## config.mk

```make
export PLATFORM = sky130hd
export DESIGN_NAME = dcas_top
export DESIGN_NICKNAME = d
export VERILOG_FILES = /design/src/rtl/dcas_pkg.sv /design/src/rtl/dcas_top.sv /design/src/rtl/dcas_channel.sv
export SDC_FILE = /design/constraint.sdc
export NUM_CORES = 1
export LEC_CHECK = 0
export CAP_MARGIN = 20
export CORE_AREA = 2 2 132 262
export CTS_CLUSTER_DIAMETER = 50
export DETAILED_ROUTE_END_ITERATION = 12
export DIE_AREA = 0 0 134 264
export DONT_BUFFER_PORTS = 1
export GPL_TIMING_DRIVEN = 0
export SETUP_SLACK_MARGIN = 0.2
export SLEW_MARGIN = 10
export SYNTH_ARGS = -nofsm -noshare
export SYNTH_HDL_FRONTEND = slang
export SYNTH_SLANG_ARGS = --single-unit
```

## constraint.sdc

```tcl
create_clock -name core_clk -period 15.3 [get_ports core_clk]
set_clock_uncertainty 0.15 [all_clocks]
set_input_delay 0 -clock core_clk [delete_from_list [all_inputs] [get_ports core_clk]]
set_output_delay 0 -clock core_clk [all_outputs]
set_load 0.01 [all_outputs]
```

## src/rtl/dcas_pkg.sv

```systemverilog
// dcas_pkg: constants, register map and carrier types for the dma channel
// address and status block.
// assumes a 16-bit register view placed in the low half of a 32-bit avalon word.
package dcas_pkg;

  localparam int NUM_CHAN = 4;
  localparam int ADDR_W = 6;
  localparam int DATA_W = 32;

  // avalon word indexes; byte address is four times the index
  localparam logic [ADDR_W-1:0] CHAN_SPAN = 6'h08;
  localparam logic [ADDR_W-1:0] ADDR_CLASH = 6'h20;
  localparam logic [ADDR_W-1:0] ADDR_HISTORY = 6'h21;
  localparam logic [ADDR_W-1:0] ADDR_LATEST = 6'h22;

  // per-channel register select, low three bits of the word index
  localparam logic [2:0] SEL_CTRL = 3'h0;
  localparam logic [2:0] SEL_FIRST = 3'h1;
  localparam logic [2:0] SEL_SECOND = 3'h2;
  localparam logic [2:0] SEL_PERIPH = 3'h3;
  localparam logic [2:0] SEL_TALLY = 3'h4;

  // control word field positions and tally width
  localparam int CTRL_ON_BIT = 15;
  localparam int CTRL_DIR_BIT = 13;
  localparam int TALLY_W = 10;

  // field positions in the status words
  localparam int PCLASH_LSB = 8;
  localparam int RCLASH_LSB = 0;
  localparam int LASTCH_LSB = 8;
  localparam int TOGGLE_LSB = 0;

  // reset values
  localparam logic [15:0] ADDR_RST = 16'h0000;
  localparam logic [TALLY_W-1:0] TALLY_RST = 10'h000;
  localparam logic [3:0] LASTCH_RST = 4'hf;
  localparam logic [3:0] FLAGS_RST = 4'h0;

  typedef enum logic [1:0] {
    MODE_CONT = 2'b00,
    MODE_ONESHOT = 2'b01,
    MODE_CONT_PP = 2'b10,
    MODE_ONESHOT_PP = 2'b11
  } dcas_mode_type;

  typedef struct packed {
    logic channel_on;
    logic dir;
    dcas_mode_type mode;
    logic [15:0] first_buffer_base;
    logic [15:0] second_buffer_base;
    logic [15:0] periph_pointer;
    logic [TALLY_W-1:0] transfer_tally;
    logic buffer_toggle_state;
  } dcas_chan_type;

  typedef struct packed {
    logic [1:0] chan;
    logic [15:0] ram_addr;
  } dcas_xfer_type;

  // byte-lane merge of a 16-bit register write
  function automatic logic [15:0] dcas_merge(input logic [15:0] old_val,
                                             input logic [15:0] new_val,
                                             input logic [1:0] lanes);
    dcas_merge = {lanes[1] ? new_val[15:8] : old_val[15:8],
                  lanes[0] ? new_val[7:0] : old_val[7:0]};
  endfunction

  function automatic logic [15:0] dcas_ctrl_word(input dcas_chan_type c);
    dcas_ctrl_word = 16'h0000;
    dcas_ctrl_word[CTRL_ON_BIT] = c.channel_on;
    dcas_ctrl_word[CTRL_DIR_BIT] = c.dir;
    dcas_ctrl_word[1:0] = c.mode;
  endfunction

endpackage

```

## src/rtl/dcas_top.sv

```systemverilog
// dcas_top: register file and controller-wide status of a four-channel dma.
// assumes an external transfer engine reporting transfers, block ends and
// collisions as one-cycle pulses synchronous to core_clk.
`timescale 1ns/100ps
`default_nettype none

// What this block does
// RULE_01: each channel keeps a 16-bit first buffer base, reset zero.
// RULE_02: each channel keeps a 16-bit second buffer base, reset zero.
// RULE_03: each channel keeps a 16-bit read/write peripheral pointer, reset zero.
// RULE_04: software must not rewrite pointer or tally while the channel runs.
// RULE_05: 10-bit transfer tally, upper bits zero; a block is tally plus one.
// RULE_06: per-channel peripheral write clash flags in bits 8 to 11.
// RULE_07: per-channel ram write clash flags in bits 0 to 3.
// RULE_08: last active channel field bits 11-8 reads all ones after reset.
// RULE_09: each transfer loads the channel number 0 to 3 into that field.
// RULE_10: per-channel toggle bit reads one while second base is selected.
// RULE_11: read-only latest ram pointer holds the last ram address touched.
// RULE_12: unimplemented status bits 15-12 and 7-4 read zero.
// RULE_13: clash flags stay set until written zero; writing one does nothing.
// RULE_14: four identical channels numbered 0 to 3.
// RULE_15: a channel transfers only while its channel_on bit 15 is one.
// RULE_16: two-bit mode picks continuous, one-shot and their ping-pong forms.
module dcas_top import dcas_pkg::*; (
  // clock, reset, enable
  input wire logic core_clk,
  input wire logic rst,
  input wire logic ce,
  // avalon-mm slave
  input wire logic [ADDR_W-1:0] avs_address,
  input wire logic avs_read,
  input wire logic avs_write,
  input wire logic [DATA_W-1:0] avs_writedata,
  input wire logic [3:0] avs_byteenable,
  output logic [DATA_W-1:0] avs_readdata,
  output logic avs_waitrequest,
  // transfer engine events
  input wire logic xfer_done,
  input wire dcas_xfer_type xfer_info,
  input wire logic [NUM_CHAN-1:0] block_done,
  input wire logic [NUM_CHAN-1:0] periph_write_clash_evt,
  input wire logic [NUM_CHAN-1:0] ram_write_clash_evt,
  // channel settings to the engine
  output dcas_chan_type [NUM_CHAN-1:0] chan_cfg,
  output logic [NUM_CHAN-1:0][15:0] current_buffer_base
);

  typedef struct packed {
    logic [3:0] periph_write_clash;
    logic [3:0] ram_write_clash;
    logic [3:0] last_active_channel;
    logic [15:0] latest_ram_pointer;
    logic ack;
    logic [DATA_W-1:0] rdata;
  } dcas_state_type;

  dcas_state_type st_reg;
  dcas_state_type st_next;

  logic [1:0] lanes;
  logic wr_take;
  logic chan_hit;
  logic [1:0] chan_idx;
  logic [2:0] chan_sel;
  logic xfer_ok;
  logic [15:0] rd_word;
  logic [15:0] clash_word;
  logic [15:0] history_word;
  logic [3:0] clear_mask;
  logic [3:0] toggles;

  // only the low half carries register data
  assign lanes = avs_byteenable[1:0];
  // a write lands at the edge where waitrequest is seen low
  assign wr_take = avs_write && st_reg.ack;
  assign chan_idx = avs_address[4:3];
  assign chan_sel = avs_address[2:0];
  assign chan_hit = (avs_address < (CHAN_SPAN * 6'h04)) && (chan_sel <= SEL_TALLY); // see RULE_14

  // four identical channels
  genvar g;
  generate
    for (g = 0; g < NUM_CHAN; g = g + 1) begin : gen_chan
      dcas_channel u_chan (
        .core_clk(core_clk),
        .rst(rst),
        .ce(ce),
        .wr_en(wr_take && chan_hit && (chan_idx == 2'(g))), // see RULE_14
        .wr_sel(chan_sel),
        .wr_data(avs_writedata[15:0]),
        .wr_lanes(lanes),
        .block_done(block_done[g]),
        .cfg(chan_cfg[g])
      );
      assign toggles[g] = chan_cfg[g].buffer_toggle_state;
      assign current_buffer_base[g] = chan_cfg[g].buffer_toggle_state ?
        chan_cfg[g].second_buffer_base : chan_cfg[g].first_buffer_base; // see RULE_10
    end
  endgenerate

  // a transfer counts only for a channel that is switched on
  assign xfer_ok = xfer_done && chan_cfg[xfer_info.chan].channel_on; // see RULE_15

  assign clash_word = {4'h0, st_reg.periph_write_clash,
                       4'h0, st_reg.ram_write_clash}; // see RULE_12
  assign history_word = {4'h0, st_reg.last_active_channel,
                         4'h0, toggles}; // see RULE_12

  // read decode
  always_comb begin
    rd_word = 16'h0000;
    if (chan_hit) begin
      if (chan_sel == SEL_CTRL) begin
        rd_word = dcas_ctrl_word(chan_cfg[chan_idx]);
      end else if (chan_sel == SEL_FIRST) begin
        rd_word = chan_cfg[chan_idx].first_buffer_base;
      end else if (chan_sel == SEL_SECOND) begin
        rd_word = chan_cfg[chan_idx].second_buffer_base;
      end else if (chan_sel == SEL_PERIPH) begin
        rd_word = chan_cfg[chan_idx].periph_pointer; // see RULE_03
      end else begin
        rd_word = {6'h00, chan_cfg[chan_idx].transfer_tally}; // see RULE_05
      end
    end else if (avs_address == ADDR_CLASH) begin
      rd_word = clash_word;
    end else if (avs_address == ADDR_HISTORY) begin
      rd_word = history_word;
    end else if (avs_address == ADDR_LATEST) begin
      rd_word = st_reg.latest_ram_pointer; // see RULE_11
    end else begin
      rd_word = 16'h0000;
    end
  end

  always_comb begin
    st_next = st_reg;
    clear_mask = 4'h0;
    // one wait state: request seen, then answered from registered data
    st_next.ack = (avs_read || avs_write) && !st_reg.ack;
    if (avs_read && !st_reg.ack) begin
      st_next.rdata = {16'h0000, rd_word};
    end
    // clash flags: zero clears, one is ignored, a new event wins
    if (wr_take && (avs_address == ADDR_CLASH)) begin
      if (lanes[1]) begin
        st_next.periph_write_clash = st_reg.periph_write_clash &
          avs_writedata[PCLASH_LSB +: 4]; // see RULE_13
      end
      if (lanes[0]) begin
        st_next.ram_write_clash = st_reg.ram_write_clash &
          avs_writedata[RCLASH_LSB +: 4]; // see RULE_13
      end
    end
    st_next.periph_write_clash = st_next.periph_write_clash | periph_write_clash_evt; // see RULE_06
    st_next.ram_write_clash = st_next.ram_write_clash | ram_write_clash_evt; // see RULE_07
    // reserved codes 4 to 14 cannot arise: only a two-bit channel is loaded
    if (xfer_ok) begin
      st_next.last_active_channel = {2'b00, xfer_info.chan}; // see RULE_09
      st_next.latest_ram_pointer = xfer_info.ram_addr; // see RULE_11
    end
  end

  always_ff @(posedge core_clk or posedge rst) begin
    if (rst) begin
      st_reg <= '{periph_write_clash: FLAGS_RST, ram_write_clash: FLAGS_RST,
                  last_active_channel: LASTCH_RST, // see RULE_08
                  latest_ram_pointer: ADDR_RST, ack: 1'b0,
                  rdata: 32'h0000_0000};
    end else if (ce) begin
      st_reg <= st_next;
    end
  end

  assign avs_waitrequest = !st_reg.ack;
  assign avs_readdata = st_reg.rdata;

endmodule // dcas_top
`default_nettype wire

```

## src/rtl/dcas_channel.sv

```systemverilog
// dcas_channel: one channel's control, buffer bases, pointer and tally.
// assumes writes arrive already decoded and byte-lane qualified.
`timescale 1ns/100ps
`default_nettype none
module dcas_channel import dcas_pkg::*; (
  // clock and reset
  input wire logic core_clk,
  input wire logic rst,
  input wire logic ce,
  // register write
  input wire logic wr_en,
  input wire logic [2:0] wr_sel,
  input wire logic [15:0] wr_data,
  input wire logic [1:0] wr_lanes,
  // engine event
  input wire logic block_done,
  // state
  output dcas_chan_type cfg
);

  dcas_chan_type st_reg;
  dcas_chan_type st_next;
  logic [15:0] ctrl_new;
  logic [15:0] tally_new;

  always_comb begin
    st_next = st_reg;
    ctrl_new = dcas_merge(dcas_ctrl_word(st_reg), wr_data, wr_lanes);
    tally_new = dcas_merge({6'h00, st_reg.transfer_tally}, wr_data, wr_lanes);
    if (wr_en) begin
      case (wr_sel)
        SEL_CTRL: begin
          st_next.channel_on = ctrl_new[CTRL_ON_BIT]; // see RULE_15
          st_next.dir = ctrl_new[CTRL_DIR_BIT];
          st_next.mode = dcas_mode_type'(ctrl_new[1:0]); // see RULE_16
        end
        SEL_FIRST: st_next.first_buffer_base =
          dcas_merge(st_reg.first_buffer_base, wr_data, wr_lanes); // see RULE_01
        SEL_SECOND: st_next.second_buffer_base =
          dcas_merge(st_reg.second_buffer_base, wr_data, wr_lanes); // see RULE_02
        SEL_PERIPH: st_next.periph_pointer =
          dcas_merge(st_reg.periph_pointer, wr_data, wr_lanes); // see RULE_03
        SEL_TALLY: st_next.transfer_tally = tally_new[TALLY_W-1:0]; // see RULE_05
        default: st_next = st_reg;
      endcase
    end
    // the engine's block end wins over a same-cycle software write
    if (block_done && st_reg.channel_on) begin
      case (st_reg.mode)
        MODE_ONESHOT: st_next.channel_on = 1'b0; // see RULE_16
        MODE_CONT_PP: st_next.buffer_toggle_state = ~st_reg.buffer_toggle_state; // see RULE_10
        MODE_ONESHOT_PP: begin
          // one block from each buffer, then stop
          if (st_reg.buffer_toggle_state) begin
            st_next.channel_on = 1'b0; // see RULE_16
          end
          st_next.buffer_toggle_state = ~st_reg.buffer_toggle_state; // see RULE_10
        end
        // continuous mode: block end leaves a same-cycle write alone
        default: ;
      endcase
    end
  end

  always_ff @(posedge core_clk or posedge rst) begin
    if (rst) begin
      st_reg <= '{channel_on: 1'b0, dir: 1'b0, mode: MODE_CONT,
                  first_buffer_base: ADDR_RST, second_buffer_base: ADDR_RST,
                  periph_pointer: ADDR_RST, transfer_tally: TALLY_RST,
                  buffer_toggle_state: 1'b0};
    end else if (ce) begin
      st_reg <= st_next;
    end
  end

  assign cfg = st_reg;

endmodule // dcas_channel
`default_nettype wire

```

# Word-level counts from Yosys, hierarchy flattened
# Cells that the tools add are included.
# W data, S select, Z words.
dict set report totals {
  register_bits 297
  inputBits 78
  wordCells 256
}
dict set report op_classes {
  magnitude_cmp 4
  n_eq_ne 22
  mux 103
  n_bitwise 8
  reduce_logical 65
}
# cell count
set op_table {}
lappend op_table {{$mux W16} 24}
lappend op_table {{$mux W63} 6}
lappend op_table {{$mux W8} 33}
lappend op_table {{$bmux W63 S2} 2}
lappend op_table {{$reduce_and A4 Y1} 40}
lappend op_table {{$mux W10} 4}
lappend op_table {{$mux W4} 6}
lappend op_table {{$eq A2 B2 Y1 const B} 10}
lappend op_table {{$eq A6 B6 Y1 const B} 3}
lappend op_table {{$mux W1} 16}
lappend op_table {{$mux W2} 8}
lappend op_table {{$logic_and A1 B1 Y1} 15}
lappend op_table {{$eq A2 B1 Y1 const B} 5}
lappend op_table {{$and A4 B4 Y4} 2}
lappend op_table {{$or A4 B4 Y4} 2}
lappend op_table {{$pmux W1 S2} 4}
lappend op_table {{$reduce_or A2 Y1} 4}
lappend op_table {{$eq A3 B2 Y1 const B} 2}
lappend op_table {{$lt A2 B3 Y1 const B} 2}
lappend op_table {{$lt A6 B6 Y1 const B} 1}
lappend op_table {{$not A1 Y1} 4}
lappend op_table {{$reduce_and A2 Y1} 2}
lappend op_table {{$eq A3 B1 Y1 const B} 1}
lappend op_table {{$eq A3 B3 Y1 const B} 1}
lappend op_table {{other kinds (5)} 5}

# Longest topological paths before layout
dict set report depth {
  depth_word 8
  mapped_depth 9
}

# Cells and area by module
# A second synthesis with hierarchy kept.
dict set report unflattened {
  hier_cells 1104
  hier_area_um2 15252.1
}
# module n_inst cells_per_inst area_per_inst_um2
set by_module_without_submodules {}
lappend by_module_without_submodules {dcas_channel 4 158 2512.4}
lappend by_module_without_submodules {dcas_top 1 472 5202.5}

# Worst setup path after synthesis
# Ideal clock, no wire load.
dict set report synth_timing {
  kind {register -> register}
  start {reg gen_chan[1].u_chan.st_reg, in the netlist gen_chan[1].u_chan.cfg[62]}
  end {reg st_reg[33] (netlist bit)}
  setup_ps 125
  arrival_time_ps 1721
  t_required_ps 15025
  setup_slack_ps 13304
  path_stages_with_launch 5
  n_path_buf 1
  path_cell_list {dfrtp_1 > mux2_2 > o2111ai_2 > buf_2 > mux2_2}
}
dict set report synth_via {
  elab_chain_len 4
}
# element line
set synth_rtl {}
lappend synth_rtl {{start: declaration} dcas_channel.sv:21} ;# dcas_chan_type st_reg;
lappend synth_rtl {{start signal: assignment} dcas_channel.sv:67} ;# st_reg <= '{channel_on: 1'b0, dir: 1'b0, mode: MODE_CONT,
lappend synth_rtl {{start signal: assignment} dcas_channel.sv:72} ;# st_reg <= st_next;
lappend synth_rtl {{$bmux W63 S2} dcas_top.sv:102} ;# assign xfer_ok = xfer_done && chan_cfg[xfer_info.chan].channel_on;
lappend synth_rtl {{$mux W63 (not written as such)} dcas_top.sv:102}
lappend synth_rtl {{$logic_and A1 B1 Y1} dcas_top.sv:102}
lappend synth_rtl {{$reduce_and A2 Y1 (no line)} --}
lappend synth_rtl {{end signal: assignment} dcas_top.sv:165} ;# st_reg <= '{periph_write_clash: FLAGS_RST, ram_write_clash: FLAGS_RST,
lappend synth_rtl {{end signal: assignment} dcas_top.sv:170} ;# st_reg <= st_next;
lappend synth_rtl {{end: declaration} dcas_top.sv:57} ;# dcas_state_type st_reg;
# No other way between the ends. The select of a mux whose other input is x is not followed.
# A chain may end at the register's enable or synchronous reset.

==> impl_metrics.ini <==
[setup_path]
r2r_slack_ns = 12.26
cpMaxStageDelayCell = clkbuf_1
critPathMaxStageDelay_ns = 0.89
critical_path.n_buffers_inverters = 2
path_common_cell = clkbuf_1
crit_fanout = 10
reg2reg_to = gen_chan[3].u_chan.cfg[62]
crit_chain = clkbuf_1 > clkbuf_1 > mux2_2
worst_ep_arrival_time_ns = 3.12
criticalPathCategory = flop to output port
worst-r2r-cell-count = 9
critPathCaptureType = output port
worstSetupStartpointType = flop
timing.rr.start = st_reg[32]
cp_top_family = buffers and inverters
setup.worst_path.start = gen_chan[3].u_chan.cfg[0]
cp.required_ns = 15.15

[power]
clkPwrFrac_pct = 42.0
switching_share_pct = 25.8
power.density_mw_per_mm2 = 104
power.internal_w = 0.00135
p_total_w = 0.00182
power_frac_comb_pct = 11.0
switchingPower_w = 0.000470
seqPwrFrac_pct = 47.0
irDropWorstVdd_v = 0.0000925
p_leak_nw = 8.24

[synth]
synth_flop_cell = dfrtp_1
yosysSeqAreaShare_pct = 50.1
synth_warnings = 0
synth_top_family_by_area = multiplexers
synth_edf_count = 0
ys_seq_elements = 296
synth_adder_area_share_pct = 0
synth_compound_area_share_pct = 5.18
synth-simple-area-share_pct = 6.05
synth_xor_area_share_pct = 0.237
syn_inst = 1091
ys_types = 60
async_reset_ff_share_pct = 100
syn_area_mm2 = 0.0148
avgSynthCellArea_um2 = 13.6
synth_mux_area_share_pct = 34.1

[floorplanning]
rows = 95
io_pins = 427
die_h_um = 264
design.core.area_mm2 = 0.0334
die_x_um = 134
die_area_mm2 = 0.0354
start_util_pct = 44.3

[placed_design]
io_buffers = 0
dp_cells = 1548
dpl_cell_area_mm2 = 0.0155
dp_hpwl_mm = 42.6
place_congestion = 0.921

[cells_and_area]
area_growth_pct = 18.6
final_common_cell = mux2_2
largest_register_ff_count = 252
drive_gt1_share_pct = 41.3
num-nets-final = 1324
fill_cells = 2883
final_area_mm2 = 0.0175
layoutNonFillerInstCount = 1704
mostFrequentLayoutCells = mux2_2 (316), dfrtp_1 (293), dlygate4sd3_1 (102), nand2_1 (65), mux4_2 (50)
utilization_pct = 52.5
antenna_cells = 0

[worst_hold_path]
min_to = gen_chan[2].u_chan.cfg[9]
worstHoldStart = avs_byteenable[1]
hp-class = input port to flop
whs_path_depth = 4

[cts]
cts_buffers = 29
clock_latency_ns = 0.58
clock_sinks = 296
cts_root_buffer = clkbuf_16
cts_max_level = 1
clockBufferDepth = 3
path_clk_slew_ns = 0.07
cts_tree = yes

[timing]
tns_ns = 0
fmax_ghz = 0.305
fin_crit_sh_pct = 21.4
finalSetupViolCount = 0
relSlewSlack_pct = 20.4
min_period_ns = 3.27
hold_viol = 0
slew_viol_final = 0
tightest_slew_ns = 1.19
rsz0062_at_grt = false

[grt]
grt_pass1_wl_mm = 83.0
grt_antenna_before_repair = 0
grt.total_usage_pct = 32.9
grt_max_degree = 118
overflow = 0
first_global_vias = 11300

[route]
wl_per_cell_um = 34.5
vias = 10600
avgViaCountPerCell = 6.23
drtIter0Drc = 635
dr.pass1.iters = 5
wl_mm = 58.7
drc = 0
ant_nets = 0

[run]
drv_cap = 0

[status]
status = finished, final reports clean
Yosys cell counts, types with 3 or more instances:
master	number	area [um^2]
nor2b_1	11	68.8
mux4_2	50	1130
xnor2_1	4	35.0
o21ai_0	21	105
buf_2	12	60.1
o22ai_1	12	75.1
dfstp_2	3	78.8
nand3_1	14	70.1
buf_6	7	78.8
nand2_2	21	131
dfrtp_1	293	7330
and3_1	6	37.5
o21ai_1	4	20.0
inv_1	4	15.0
nand4_1	7	43.8
a21oi_1	14	70.1
a22oi_1	8	60.1
a211oi_1	5	37.5
o211ai_1	4	30.0
a221o_1	5	50.1
nand2_1	65	244
a2111oi_0	7	61.3
a221oi_1	3	26.3
clkbuf_1	32	120
mux2i_1	14	140
and2_1	6	37.5
o2bb2ai_1	4	35.0
mux2_2	316	3560
a31oi_1	9	56.3
mux2_1	19	214
nor2_1	27	101
buf_4	47	353
area by class of cell:
cell class / instances / area [um^2] / area share, %
Sequential cell: 296 / 7410 / 42.2
Inverter: 6 / 30.0 / 0.171
Timing Repair Buffer: 109 / 1120 / 6.41
Clock inverter: 7 / 118 / 0.670
Tap cell: 436 / 546 / 3.11
Multi-Input combinational cell: 704 / 6810 / 38.8
Buffer: 100 / 621 / 3.54
Clock buffer: 46 / 880 / 5.01
kinds of logic after synthesis:
group / count (synthesis)
AOI/OAI and AO/OA: 110
xor gates and xnor gates: 4
buffers and inverters: 106
DFF: 296
muxes: 399
other: 1
and+or+nand+nor: 175
worst reg2reg max path: cells and delay by family (launching register included):
| family | cells | cell delay (ns) |
|---|---|---|
| buf+inv | 4 | 1.46 |
| simple gates | 3 | 0.63 |
| flops | 1 | 0.46 |
| compound gates | 2 | 0.22 |
per-layer routing:
metal | track usage (%) | vias up | wire length [um]
li1 | - | 4316 | -
met1 | 33.4 | 5574 | 18900
met2 | 61.5 | 563 | 32200
met3 | 7.00 | 163 | 3850
met4 | 18.1 | 0 | 3790
met5 | 0 | - | 0
power groups by stage:
stage          sequential (W)  clock (W)  combinational, W
6_report             0.000857   0.000765          0.000200
5_1_grt              0.000859   0.000800          0.000213
4_1_cts              0.000856   0.000773          0.000198
3_5_place_dp         0.000870          0          0.000163
3_3_place_gp         0.000870          0          0.000158
2_1_floorplan        0.000855          0          0.000118
worst max path at each step:
| stage | cells after the start | slack [ns] | endpoint |
|---|---|---|---|
| after floorplan | 1 | 6.98 | avs_readdata[0] |
| after global placement | 1 | 3.58 | gen_chan[2].u_chan.cfg[33] |
| after detailed placement | 3 | 12.60 | current_buffer_base[60] |
| after CTS | 3 | 11.98 | current_buffer_base[60] |
| after global routing | 3 | 11.99 | current_buffer_base[57] |
| final | 3 | 12.03 | current_buffer_base[56] |
stage by stage:
step	worst slack [ns]	hold slack (ns)
5_1_grt	11.99	0.0117
4_1_cts	11.98	0.00358
3_3_place_gp	3.58	-0.0341
6_report	12.03	0.0184
3_5_place_dp	12.60	-0.0960
2_1_floorplan	6.98	-0.0404
what timing repair did:
action | 4_1_cts | 5_1_grt
gates resized for setup | 0 | 0
hold buffers | 103 | 0
setup buffers | 0 | 0
hold endpoints to repair | 572 | 0
No activity file was read; power rests on OpenSTA's default activity.
